==> config.mk <==
export PLATFORM = sky130hd
export DESIGN_NAME = bci_core
export DESIGN_NICKNAME = d
export VERILOG_FILES = /design/src/hdl/bci_pkg.sv /design/src/hdl/bci_core.sv /design/src/hdl/bci_decode.sv
export SDC_FILE = /design/constraint.sdc
export NUM_CORES = 1
export LEC_CHECK = 0
export BUFFER_PORTS_ARGS = -buffer_cell sky130_fd_sc_hd__buf_2
export CORE_ASPECT_RATIO = 0.7
export CORE_UTILIZATION = 50
export DETAILED_ROUTE_END_ITERATION = 16
export PLACE_DENSITY_LB_ADDON = 0.05
export SKIP_LAST_GASP = 1
export SYNTH_ARGS = -nofsm -noshare
export SYNTH_HDL_FRONTEND = slang
export SYNTH_SLANG_ARGS = --single-unit
==> constraint.sdc <==
create_clock -name clk_i -period 1.79 [get_ports clk_i]
set_input_delay 0.179 -clock clk_i [delete_from_list [all_inputs] [get_ports clk_i]]
set_output_delay 0.179 -clock clk_i [all_outputs]
set_load 0.02 [all_outputs]
==> src/hdl/bci_pkg.sv <==
// constants and types shared by the instruction subset core
package bci_pkg;
   // 12-bit instruction encodings of the subset
   localparam logic [11:0] BCI_OP_IDLE = 12'h000;
   localparam logic [11:0] BCI_OP_LOAD_TIMER_CFG = 12'h002;
   localparam logic [11:0] BCI_OP_SLEEP = 12'h003;
   localparam logic [5:0] BCI_OPC_COPY_ACC_TO_FILE = 6'h00;
   localparam logic [6:0] BCI_OPC_COPY_ACC_TO_FILE_HI = 7'h01;
   localparam logic [5:0] BCI_OPC_OR_ACC_INTO_FILE = 6'h04;
   localparam logic [5:0] BCI_OPC_COPY_FILE = 6'h08;
   localparam logic [3:0] BCI_OPC_RETURN_WITH_LITERAL = 4'h8;
   localparam logic [3:0] BCI_OPC_LOAD_LITERAL = 4'hC;
   // field positions
   localparam int BCI_DEST_BIT = 5;
   localparam int BCI_FADDR_MSB = 4;
   // reset values
   localparam logic [7:0] BCI_ACC_RST = 8'h00;
   localparam logic [7:0] BCI_TIMER_CFG_RST = 8'hFF;
   localparam logic [7:0] BCI_WATCHDOG_CLEAR = 8'h00;
   localparam logic [7:0] BCI_PRESCALE_CLEAR = 8'h00;
   localparam logic [10:0] BCI_PC_RST = 11'h000;
   typedef enum logic [2:0] {
      BCI_K_IDLE, BCI_K_OR, BCI_K_COPY_ACC, BCI_K_COPY_FILE, BCI_K_LIT, BCI_K_OPT, BCI_K_RET, BCI_K_SLEEP
   } bci_kind_e;
endpackage : bci_pkg

==> src/hdl/bci_core.sv <==
// execution core for a subset of an 8-bit microcontroller instruction set
// Summary of operation
// - OR accumulator with file register; destination bit picks target; zero flag updated
// - copy accumulator into addressed file register; flags untouched
// - copy file register to accumulator or itself; zero flag updated
// - load 8-bit literal into accumulator; flags untouched
// - copy accumulator into timer option register; flags untouched
// - return: literal into accumulator, program counter from stack top
// - return takes two cycles; prefetched instruction discarded
// - sleep sets timeout flag high and clears power-down flag
// - sleep clears watchdog and prescaler; pin-change wake flag kept
// - after sleep the core halts and executes nothing until wake_i releases it
`timescale 1ns/1ps
module bci_core
   import bci_pkg::*;
(
   input wire logic clk_i,
   input wire logic rst_b_i,
   input wire logic instr_valid_i,
   input wire logic [11:0] instr_i,
   input wire logic [7:0] file_rdata_i,
   input wire logic [10:0] stack_top_i,
   input wire logic wake_i,
   input wire logic pin_change_wake_flag_i,
   output logic [4:0] file_addr_o,
   output logic file_we_o,
   output logic [7:0] file_wdata_o,
   output logic [7:0] acc_o,
   output logic zero_flag_o,
   output logic timeout_flag_n_o,
   output logic powerdown_flag_n_o,
   output logic [7:0] timer_cfg_o,
   output logic [7:0] watchdog_counter_o,
   output logic [7:0] prescaler_o,
   output logic pin_change_wake_flag_o,
   output logic [10:0] pc_o,
   output logic stack_pop_o,
   output logic flush_o,
   output logic sleeping_o,
   output logic illegal_o
);
   // ----------------------------------------------------------------
   // state
   // ----------------------------------------------------------------
   typedef struct packed {
      logic [4:0] faddr;
      logic fwe;
      logic [7:0] fwdata;
      logic [7:0] acc;
      logic zero;
      logic tmo_n;
      logic pwrdn_n;
      logic [7:0] tcfg;
      logic [7:0] wdog;
      logic [7:0] pre;
      logic wake_flag;
      logic [10:0] pc;
      logic pop;
      logic flush;
      logic sleeping;
      logic illegal;
   } bci_state_s;

   bci_state_s st_r;
   bci_state_s st_nxt;
   logic known;
   bci_kind_e kind;
   logic [7:0] or_res;
   logic dest_file;
   logic execute;

   // zero test shared by the or and file-copy paths and by the file-to-accumulator copy check
   function automatic logic is_zero(input logic [7:0] v);
      return v == 8'h00;
   endfunction : is_zero

   bci_decode u_decode (
      .instr_i(instr_i),
      .known_o(known),
      .kind_o(kind)
   );

   // file read is combinational on the address field of the current word
   assign or_res = acc_o | file_rdata_i;
   assign dest_file = instr_i[BCI_DEST_BIT];
   // the flushed slot and a sleeping core both ignore the presented word
   assign execute = instr_valid_i && !st_r.flush && !st_r.sleeping;

   // ----------------------------------------------------------------
   // next state
   // ----------------------------------------------------------------
   always_comb begin
      st_nxt = st_r;
      st_nxt.fwe = 1'b0;
      st_nxt.pop = 1'b0;
      st_nxt.flush = 1'b0;
      st_nxt.illegal = 1'b0;
      st_nxt.faddr = instr_i[BCI_FADDR_MSB:0];
      st_nxt.wake_flag = pin_change_wake_flag_i;
      // prescaler counts every cycle while awake; watchdog steps each time it wraps from FF
      if (!st_r.sleeping) begin
         st_nxt.pre = st_r.pre + 8'h01;
         if (st_r.pre == 8'hFF) begin
            st_nxt.wdog = st_r.wdog + 8'h01;
         end
      end
      if (st_r.sleeping) begin
         // wake handling beyond release is outside this core
         if (wake_i) begin
            st_nxt.sleeping = 1'b0;
         end
      end else if (instr_valid_i && st_r.flush) begin
         st_nxt.pc = st_r.pc + 11'h001;
      end else if (execute) begin
         st_nxt.pc = st_r.pc + 11'h001;
         st_nxt.illegal = !known;
         unique case (kind)
            BCI_K_IDLE: begin
            end
            BCI_K_OR: begin
               st_nxt.zero = is_zero(or_res);
               if (dest_file) begin
                  st_nxt.fwe = 1'b1;
                  st_nxt.fwdata = or_res;
               end else begin
                  st_nxt.acc = or_res;
               end
            end
            BCI_K_COPY_ACC: begin
               st_nxt.fwe = 1'b1;
               st_nxt.fwdata = st_r.acc;
            end
            BCI_K_COPY_FILE: begin
               st_nxt.zero = is_zero(file_rdata_i);
               if (dest_file) begin
                  st_nxt.fwe = 1'b1;
                  st_nxt.fwdata = file_rdata_i;
               end else begin
                  st_nxt.acc = file_rdata_i;
               end
            end
            BCI_K_LIT: begin
               st_nxt.acc = instr_i[7:0];
            end
            BCI_K_OPT: begin
               st_nxt.tcfg = st_r.acc;
            end
            BCI_K_RET: begin
               st_nxt.acc = instr_i[7:0];
               st_nxt.pc = stack_top_i;
               st_nxt.pop = 1'b1;
               st_nxt.flush = 1'b1;
            end
            BCI_K_SLEEP: begin
               st_nxt.tmo_n = 1'b1;
               st_nxt.pwrdn_n = 1'b0;
               st_nxt.wdog = BCI_WATCHDOG_CLEAR;
               st_nxt.pre = BCI_PRESCALE_CLEAR;
               st_nxt.sleeping = 1'b1;
            end
         endcase
      end
   end

   // ----------------------------------------------------------------
   // registers
   // ----------------------------------------------------------------
   always_ff @(posedge clk_i) begin
      if (!rst_b_i) begin
         st_r <= '{faddr: 5'h00, fwe: 1'b0, fwdata: 8'h00, acc: BCI_ACC_RST, zero: 1'b0,
                   tmo_n: 1'b1, pwrdn_n: 1'b1, tcfg: BCI_TIMER_CFG_RST, wdog: BCI_WATCHDOG_CLEAR,
                   pre: BCI_PRESCALE_CLEAR, wake_flag: 1'b0, pc: BCI_PC_RST, pop: 1'b0,
                   flush: 1'b0, sleeping: 1'b0, illegal: 1'b0};
      end else begin
         st_r <= st_nxt;
      end
   end

   assign file_addr_o = st_r.faddr;
   assign file_we_o = st_r.fwe;
   assign file_wdata_o = st_r.fwdata;
   assign acc_o = st_r.acc;
   assign zero_flag_o = st_r.zero;
   assign timeout_flag_n_o = st_r.tmo_n;
   assign powerdown_flag_n_o = st_r.pwrdn_n;
   assign timer_cfg_o = st_r.tcfg;
   assign watchdog_counter_o = st_r.wdog;
   assign prescaler_o = st_r.pre;
   assign pin_change_wake_flag_o = st_r.wake_flag;
   assign pc_o = st_r.pc;
   assign stack_pop_o = st_r.pop;
   assign flush_o = st_r.flush;
   assign sleeping_o = st_r.sleeping;
   assign illegal_o = st_r.illegal;

   // ----------------------------------------------------------------
   // assertions
   // ----------------------------------------------------------------
   AST_OR_DEST: assert property (@(posedge clk_i) disable iff (!rst_b_i)
      (execute && kind == BCI_K_OR && !dest_file) |=> (acc_o == $past(or_res)) && !file_we_o)
      else $error("or result not in accumulator");
   AST_OR_ZERO: assert property (@(posedge clk_i) disable iff (!rst_b_i)
      (execute && kind == BCI_K_OR) |=> (zero_flag_o == ($past(or_res) == 8'h00)))
      else $error("or zero flag wrong");
   AST_COPY_ACC: assert property (@(posedge clk_i) disable iff (!rst_b_i)
      (execute && kind == BCI_K_COPY_ACC) |=> file_we_o && (file_wdata_o == $past(acc_o)) && $stable(zero_flag_o))
      else $error("accumulator copy to file wrong");
   AST_COPY_FILE: assert property (@(posedge clk_i) disable iff (!rst_b_i)
      (execute && kind == BCI_K_COPY_FILE && dest_file) |=> file_we_o && (zero_flag_o == (file_wdata_o == 8'h00)))
      else $error("file copy zero flag wrong");
   AST_LIT: assert property (@(posedge clk_i) disable iff (!rst_b_i)
      (execute && kind == BCI_K_LIT) |=> (acc_o == $past(instr_i[7:0])) && $stable(zero_flag_o))
      else $error("literal load wrong");
   AST_OPT: assert property (@(posedge clk_i) disable iff (!rst_b_i)
      (execute && kind == BCI_K_OPT) |=> (timer_cfg_o == $past(acc_o)))
      else $error("timer option load wrong");
   AST_RET: assert property (@(posedge clk_i) disable iff (!rst_b_i)
      (execute && kind == BCI_K_RET) |=> (pc_o == $past(stack_top_i)) && stack_pop_o)
      else $error("return did not load pc");
   AST_RET_FLUSH: assert property (@(posedge clk_i) disable iff (!rst_b_i)
      (execute && kind == BCI_K_RET) ##1 instr_valid_i |=> $stable(acc_o) && !file_we_o)
      else $error("prefetched word executed after return");
   AST_SLEEP_FLAGS: assert property (@(posedge clk_i) disable iff (!rst_b_i)
      (execute && kind == BCI_K_SLEEP) |=> timeout_flag_n_o && !powerdown_flag_n_o)
      else $error("sleep flags wrong");
   AST_SLEEP_WDT: assert property (@(posedge clk_i) disable iff (!rst_b_i)
      (execute && kind == BCI_K_SLEEP) |=> (watchdog_counter_o == 8'h00) && (prescaler_o == 8'h00))
      else $error("watchdog not cleared by sleep");
   AST_SLEEP_HALT: assert property (@(posedge clk_i) disable iff (!rst_b_i)
      (sleeping_o && !wake_i) |=> $stable(pc_o) && $stable(acc_o) && sleeping_o)
      else $error("core ran while asleep");
   AST_IDLE: assert property (@(posedge clk_i) disable iff (!rst_b_i)
      (execute && kind == BCI_K_IDLE && known) |=> (pc_o == $past(pc_o) + 11'h001) && $stable(acc_o) && !file_we_o)
      else $error("idle changed state");
   AST_OR_FILE: assert property (@(posedge clk_i) disable iff (!rst_b_i)
      (execute && kind == BCI_K_OR && dest_file)
      |=> file_we_o && (file_wdata_o == $past(or_res)) && (file_addr_o == $past(instr_i[BCI_FADDR_MSB:0])))
      else $error("or result not written back to file");
   AST_COPY_ACC_ADDR: assert property (@(posedge clk_i) disable iff (!rst_b_i)
      (execute && kind == BCI_K_COPY_ACC)
      |=> (file_addr_o == $past(instr_i[BCI_FADDR_MSB:0])) && $stable(acc_o) && $stable(powerdown_flag_n_o))
      else $error("accumulator copy went to the wrong register");
   AST_COPY_FILE_ACC: assert property (@(posedge clk_i) disable iff (!rst_b_i)
      (execute && kind == BCI_K_COPY_FILE && !dest_file)
      |=> (acc_o == $past(file_rdata_i)) && (zero_flag_o == is_zero(acc_o)) && !file_we_o)
      else $error("file copy to accumulator wrong");
   AST_COPY_FILE_SELF: assert property (@(posedge clk_i) disable iff (!rst_b_i)
      (execute && kind == BCI_K_COPY_FILE && dest_file)
      |=> (file_wdata_o == $past(file_rdata_i)) && $stable(acc_o) && file_we_o)
      else $error("file copy to itself wrong");
   AST_LIT_QUIET: assert property (@(posedge clk_i) disable iff (!rst_b_i)
      (execute && kind == BCI_K_LIT)
      |=> !file_we_o && $stable(timeout_flag_n_o) && $stable(powerdown_flag_n_o) && $stable(timer_cfg_o))
      else $error("literal load disturbed other state");
   AST_OPT_FLAGS: assert property (@(posedge clk_i) disable iff (!rst_b_i)
      (execute && kind == BCI_K_OPT)
      |=> $stable(zero_flag_o) && $stable(acc_o) && !file_we_o)
      else $error("timer option load disturbed other state");
   AST_RET_ACC: assert property (@(posedge clk_i) disable iff (!rst_b_i)
      (execute && kind == BCI_K_RET)
      |=> (acc_o == $past(instr_i[7:0])) && $stable(zero_flag_o))
      else $error("return literal not in accumulator");
   AST_POP_PULSE: assert property (@(posedge clk_i) disable iff (!rst_b_i)
      stack_pop_o
      |=> !stack_pop_o)
      else $error("stack pop held too long");
   AST_RET_SKIP: assert property (@(posedge clk_i) disable iff (!rst_b_i)
      (execute && kind == BCI_K_RET) ##1 instr_valid_i
      |=> (pc_o == $past(pc_o) + 11'h001) && !flush_o && !stack_pop_o)
      else $error("discarded slot mishandled");
   AST_FLUSH_PULSE: assert property (@(posedge clk_i) disable iff (!rst_b_i)
      flush_o
      |=> !flush_o)
      else $error("discard marker held too long");
   AST_FLAGS_KEPT: assert property (@(posedge clk_i) disable iff (!rst_b_i)
      (execute && kind != BCI_K_SLEEP)
      |=> $stable(timeout_flag_n_o) && $stable(powerdown_flag_n_o))
      else $error("power status flags changed outside sleep");
   AST_WAKE_FLAG: assert property (@(posedge clk_i) disable iff (!rst_b_i)
      rst_b_i
      |=> (pin_change_wake_flag_o == $past(pin_change_wake_flag_i)))
      else $error("pin change wake flag altered");
   AST_SLEEP_ENTRY: assert property (@(posedge clk_i) disable iff (!rst_b_i)
      (execute && kind == BCI_K_SLEEP)
      |=> sleeping_o && !file_we_o && !stack_pop_o)
      else $error("sleep not entered");
   AST_SLEEP_QUIET: assert property (@(posedge clk_i) disable iff (!rst_b_i)
      sleeping_o
      |=> !file_we_o && !stack_pop_o && !illegal_o && $stable(timer_cfg_o))
      else $error("core acted while asleep");
   AST_SLEEP_FROZEN: assert property (@(posedge clk_i) disable iff (!rst_b_i)
      (sleeping_o && !wake_i)
      |=> $stable(watchdog_counter_o) && $stable(prescaler_o))
      else $error("watchdog ran while asleep");
   AST_WAKE: assert property (@(posedge clk_i) disable iff (!rst_b_i)
      (sleeping_o && wake_i)
      |=> !sleeping_o)
      else $error("wake request ignored");
   AST_ILLEGAL: assert property (@(posedge clk_i) disable iff (!rst_b_i)
      (execute && !known)
      |=> illegal_o && (pc_o == $past(pc_o) + 11'h001) && $stable(acc_o) && !file_we_o)
      else $error("unsupported word not treated as idle");
   AST_IDLE_FLAGS: assert property (@(posedge clk_i) disable iff (!rst_b_i)
      (execute && kind == BCI_K_IDLE && known)
      |=> $stable(zero_flag_o) && $stable(timer_cfg_o) && !stack_pop_o && !illegal_o)
      else $error("idle disturbed other state");
endmodule : bci_core

==> src/hdl/bci_decode.sv <==
// combinational decoder for the supported instruction subset
`timescale 1ns/1ps
module bci_decode
   import bci_pkg::*;
(
   input wire logic [11:0] instr_i,
   output logic known_o,
   output bci_kind_e kind_o
);
   always_comb begin
      known_o = 1'b1;
      kind_o = BCI_K_IDLE;
      if (instr_i == BCI_OP_IDLE) begin
         kind_o = BCI_K_IDLE;
      end else if (instr_i == BCI_OP_LOAD_TIMER_CFG) begin
         kind_o = BCI_K_OPT;
      end else if (instr_i == BCI_OP_SLEEP) begin
         kind_o = BCI_K_SLEEP;
      end else if (instr_i[11:5] == BCI_OPC_COPY_ACC_TO_FILE_HI) begin
         kind_o = BCI_K_COPY_ACC;
      end else if (instr_i[11:6] == BCI_OPC_OR_ACC_INTO_FILE) begin
         kind_o = BCI_K_OR;
      end else if (instr_i[11:6] == BCI_OPC_COPY_FILE) begin
         kind_o = BCI_K_COPY_FILE;
      end else if (instr_i[11:8] == BCI_OPC_RETURN_WITH_LITERAL) begin
         kind_o = BCI_K_RET;
      end else if (instr_i[11:8] == BCI_OPC_LOAD_LITERAL) begin
         kind_o = BCI_K_LIT;
      end else begin
         known_o = 1'b0;
      end
   end
endmodule : bci_decode

==> flow_summary_export.csv <==
group,metric,value,unit
critical_path,critPathSlowestCell,"sky130_fd_sc_hd__or4_1",
synthesis,yosysTopAreaCell,"sky130_fd_sc_hd__dfxtp_1",
critical_path,critical_path.endpoint,"pc_o[10]$_SDFFE_PN0P_",
placed_design,post-dp-hpwl,6110,um
global_route,globalRouteTotalUtil,0.271,
power_and_ir_drop,power.ir.vdd_worst,0.505,mV
synthesis,syn-cell-area,2980,um2
clock_tree,clkSinkCount,63,
layout,layout-area-overhead-vs-synth,30.6,%
detailed_routing,route.detailed.drc,0,
die,fp.dieArea,6280,um2
global_route,pin_count_of_the_biggest_net_entering_global_routing,25,
placed_design,port_buffers,99,
power_and_ir_drop,seqPwrFrac,0.452,
clock_tree,hold_fix_buffers_at_cts,0,
detailed_routing,routed_wirelength,8160,um
die,fp.dieH,66.6,um
power_and_ir_drop,power_density,825,nW/um2
sta,timing.final.crit_share,0.942,
critical_path,worstPathMaxFanout,6,
clock_tree,cts_post_setup_buffers_inserted,0,
run,timing.max_cap.violations,0,
critical_path,setup.worst_path.end_class,"flop",
critical_path,launching_element_of_the_worst_setup_path,"pc_o[0]$_SDFFE_PN0P_",
layout,finish.utilization,0.680,
critical_path,reg2reg_from,"pc_o[0]$_SDFFE_PN0P_",
synthesis,netlist_instances,340,
synthesis,ys_top_cells_by_area,"sky130_fd_sc_hd__dfxtp_1, sky130_fd_sc_hd__nand3_1, sky130_fd_sc_hd__o21ai_0",
detailed_routing,drt-vias-per-instance,5.76,
synthesis,mappedNetlistNets,379,
power_and_ir_drop,power_frac_clock,0.441,
critical_path,cp-start-kind,"flop",
clock_tree,cts_resized,0,
synthesis,synthTopCellsByCount,"sky130_fd_sc_hd__dfxtp_1, sky130_fd_sc_hd__nand3_1, sky130_fd_sc_hd__o21ai_0, sky130_fd_sc_hd__nor2_1, sky130_fd_sc_hd__nand2_1",
sta,timing.hold.ws,0.0437,ns
detailed_routing,via_count,3085,
global_route,global_route.overflow_total,0,
placed_design,dp_slack,0.0692,ns
critical_path,critical-path-top-delay-family,"simple AND/OR/NAND/NOR gates",
clock_tree,cts-buffers-inserted,9,
synthesis,synth_edf_count,0,
die,initial_core_utilization,0.521,
sta,timing.clock.skew,0.00940,ns
clock_tree,h_tree_depth,3,
clock_tree,clk_latency,0.34,ns
global_route,grt_pass1_vias,2667,
die,core_area,5730,um2
detailed_routing,route.antenna.remaining_nets,0,
critical_path,ff2ff_setup_slack,0.10,ns
power_and_ir_drop,cell_internal_pwr,0.00239,W
detailed_routing,drt-initial-drc-count,123,
sta,timing.final.hold_violations,0,
critical_path,arrival,1.96,ns
layout,ff_latch_area,1260,um2
die,rows,23,
layout,final_net_count,495,
power_and_ir_drop,power_switching_share,0.255,
die,top_level_ports,101,
synthesis,synth_async_sr_flop_share,0,
critical_path,timing.reg2reg.worst_path_depth,5,
global_route,grt_pass1_wl,13000,um
critical_path,cp_num_cells,5,
layout,drive_gt1_frac,0.325,
critical_path,setup.worst_path.class,"reg -> reg",
synthesis,synth_seq_cells,63,
synthesis,synth_cell_types,55,
sta,achievable_freq,593,MHz
synthesis,avgSynthCellArea,8.77,um2
placed_design,gp_congestion,0.893,
detailed_routing,routedWlPerCell,15.2,um
layout,num-fill-cells,497,
sta,rsz0062_at_grt,"no",
synthesis,yosysWarnings,0,
critical_path,timing.critical_path.required,2.06,ns
layout,num_antenna_cells,0,
sta,report.final.slew_viol_count,0,
clock_tree,clkTransAtPathRegs,0.08,ns
synthesis,synth_top_cell_area_share,0.423,
critical_path,slowest_delay,0.41,ns
synthesis,yosys_most_used_dff,"sky130_fd_sc_hd__dfxtp_1",
power_and_ir_drop,p_leak,1.62,nW
synthesis,ys_seq_area_frac,0.423,
clock_tree,cts_root_buf,"sky130_fd_sc_hd__clkbuf_8",
sta,layout_setup_ws,0.104,ns
placed_design,postPlaceCellArea,3660,um2
synthesis,yosysMostFrequentCell,"sky130_fd_sc_hd__dfxtp_1",
hold_path,worst_hold_path_type,"in -> reg",
layout,multi_input_comb_area,1600,um2
clock_tree,ctsLongestPathBuffers,2,
critical_path,worstPathBufferInverterCount,0,
layout,stdcell_area,3900,um2
global_route,grt_antenna_before_repair,0,
run_status,outcome,"complete, no violations",
clock_tree,cts_tree,"done",
critical_path,path_cells,"ha_2 -> and4_2 -> nand3_1 -> or4_1 -> a31oi_1",
detailed_routing,first_pass_iters,5,
sta,final.setup.tns,0,ns
critical_path,worstReg2RegEnd,"pc_o[10]$_SDFFE_PN0P_",
sta,period_minus_slack,1.69,ns
sta,final-setup-viol-count,0,
power_and_ir_drop,share_comb_of_total_power,0.107,
power_and_ir_drop,p_switching,0.000819,W
die,die-width,94.3,um
[layout by cell type (no fill, tap or decap), types with 2 or more instances in the layout]
| master | synthesis | layout |
|---|---|---|
| sky130_fd_sc_hd__a211oi_1 | 2 | 2 |
| sky130_fd_sc_hd__a31oi_1 | 3 | 3 |
| sky130_fd_sc_hd__a311oi_1 | 3 | 3 |
| sky130_fd_sc_hd__clkinvlp_4 | 0 | 2 |
| sky130_fd_sc_hd__a32o_1 | 9 | 9 |
| sky130_fd_sc_hd__xnor2_1 | 12 | 12 |
| sky130_fd_sc_hd__and4_1 | 5 | 4 |
| sky130_fd_sc_hd__nor3_1 | 9 | 9 |
| sky130_fd_sc_hd__xor2_1 | 2 | 2 |
| sky130_fd_sc_hd__o2bb2ai_1 | 8 | 8 |
| sky130_fd_sc_hd__bufinv_16 | 0 | 2 |
| sky130_fd_sc_hd__nand2_1 | 24 | 24 |
| sky130_fd_sc_hd__buf_4 | 2 | 24 |
| sky130_fd_sc_hd__a21oi_1 | 19 | 19 |
| sky130_fd_sc_hd__nor2b_1 | 8 | 8 |
| sky130_fd_sc_hd__inv_1 | 7 | 7 |
| sky130_fd_sc_hd__a22o_1 | 2 | 2 |
| sky130_fd_sc_hd__nor4_1 | 6 | 6 |
| sky130_fd_sc_hd__nand4b_1 | 2 | 2 |
| sky130_fd_sc_hd__and2_1 | 8 | 8 |
| sky130_fd_sc_hd__ha_1 | 3 | 2 |
| sky130_fd_sc_hd__clkbuf_8 | 0 | 10 |
| sky130_fd_sc_hd__mux2i_1 | 10 | 10 |
| sky130_fd_sc_hd__nor2_1 | 27 | 27 |
| sky130_fd_sc_hd__nand3_1 | 28 | 28 |
| sky130_fd_sc_hd__nand4_1 | 7 | 7 |
| sky130_fd_sc_hd__buf_2 | 1 | 99 |
| sky130_fd_sc_hd__and3_1 | 2 | 2 |
| sky130_fd_sc_hd__o21ai_0 | 28 | 28 |
| sky130_fd_sc_hd__dfxtp_1 | 63 | 62 |
[how the worst min path moves through the flow]
stage	slack, ns	depth (start not counted)	end	start
floorplan	0.30	1	file_addr_o[0]$_SDFF_PN0_	instr_i[0]
global placement	0.39	2	pin_change_wake_flag_o$_SDFF_PN0_	pin_change_wake_flag_i
detailed placement	0.40	2	pin_change_wake_flag_o$_SDFF_PN0_	pin_change_wake_flag_i
CTS	0.04	2	pin_change_wake_flag_o$_SDFF_PN0_	pin_change_wake_flag_i
global route	0.06	2	pin_change_wake_flag_o$_SDFF_PN0_	pin_change_wake_flag_i
finish	0.04	2	pin_change_wake_flag_o$_SDFF_PN0_	pin_change_wake_flag_i
[registers in the layout (all words and copies together), names as in the netlist, named ones only]
name,cells
pc_o,11
acc_o,8
file_wdata_o,8
timer_cfg_o,8
watchdog_counter_o,8
prescaler_o,7
file_addr_o,5
file_we_o,1
illegal_o,1
pin_change_wake_flag_o,1
powerdown_flag_n_o,1
sleeping_o,1
stack_pop_o,1
zero_flag_o,1
[per-stage QoR]
stage	power (W)	std cells
after floorplan	0.00168	340
after global placement	0.00182	520
after detailed placement	0.00182	520
after CTS	0.00323	536
after global routing	0.00335	536
final	0.00321	536
[worst register-to-register path, cell delays in order, from the launching register on]
cell	delay, ns
sky130_fd_sc_hd__dfxtp_2	0.38
sky130_fd_sc_hd__ha_2	0.23
sky130_fd_sc_hd__and4_2	0.31
sky130_fd_sc_hd__nand3_1	0.10
sky130_fd_sc_hd__or4_1	0.41
sky130_fd_sc_hd__a31oi_1	0.18
[power by group through the flow]
stage	clock, W	sequential (W)	combinational, W
2_1_floorplan	0	0.00152	0.000158
3_3_place_gp	0	0.00148	0.000334
3_5_place_dp	0	0.00148	0.000340
4_1_cts	0.00143	0.00145	0.000341
5_1_grt	0.00151	0.00146	0.000377
6_report	0.00142	0.00145	0.000343
[logic make-up (layout without fill, tap and decap cells)]
group	count (synthesis)	count (layout)	synth area share
and+or+nand+nor	137	137	0.251
xor gates and xnor gates	14	14	0.0411
other	1	1	0.00126
adders and majority gates	3	3	0.0126
muxes	11	11	0.0373
DFF	63	63	0.423
AOI/OAI and AO/OA	85	85	0.193
buffers and inverters	26	147	0.0407
[cell type report]
class	instances	share of cell area
inverters	8	0.00771
flip-flops and latches	63	0.324
clock inverters	6	0.0238
well taps	75	0.0241
multi-input cells	251	0.412
clock buffers	10	0.0353
repair buffers	123	0.173
[metal layers]
metal,up-vias,global-route usage,routed length (um)
met1,1449,0.375,3930
met4,0,0.0596,68
met5,-,0,0
met2,137,0.414,3450
met3,7,0.0799,707
li1,1492,-,-
Power figures use the tool's default switching activity.
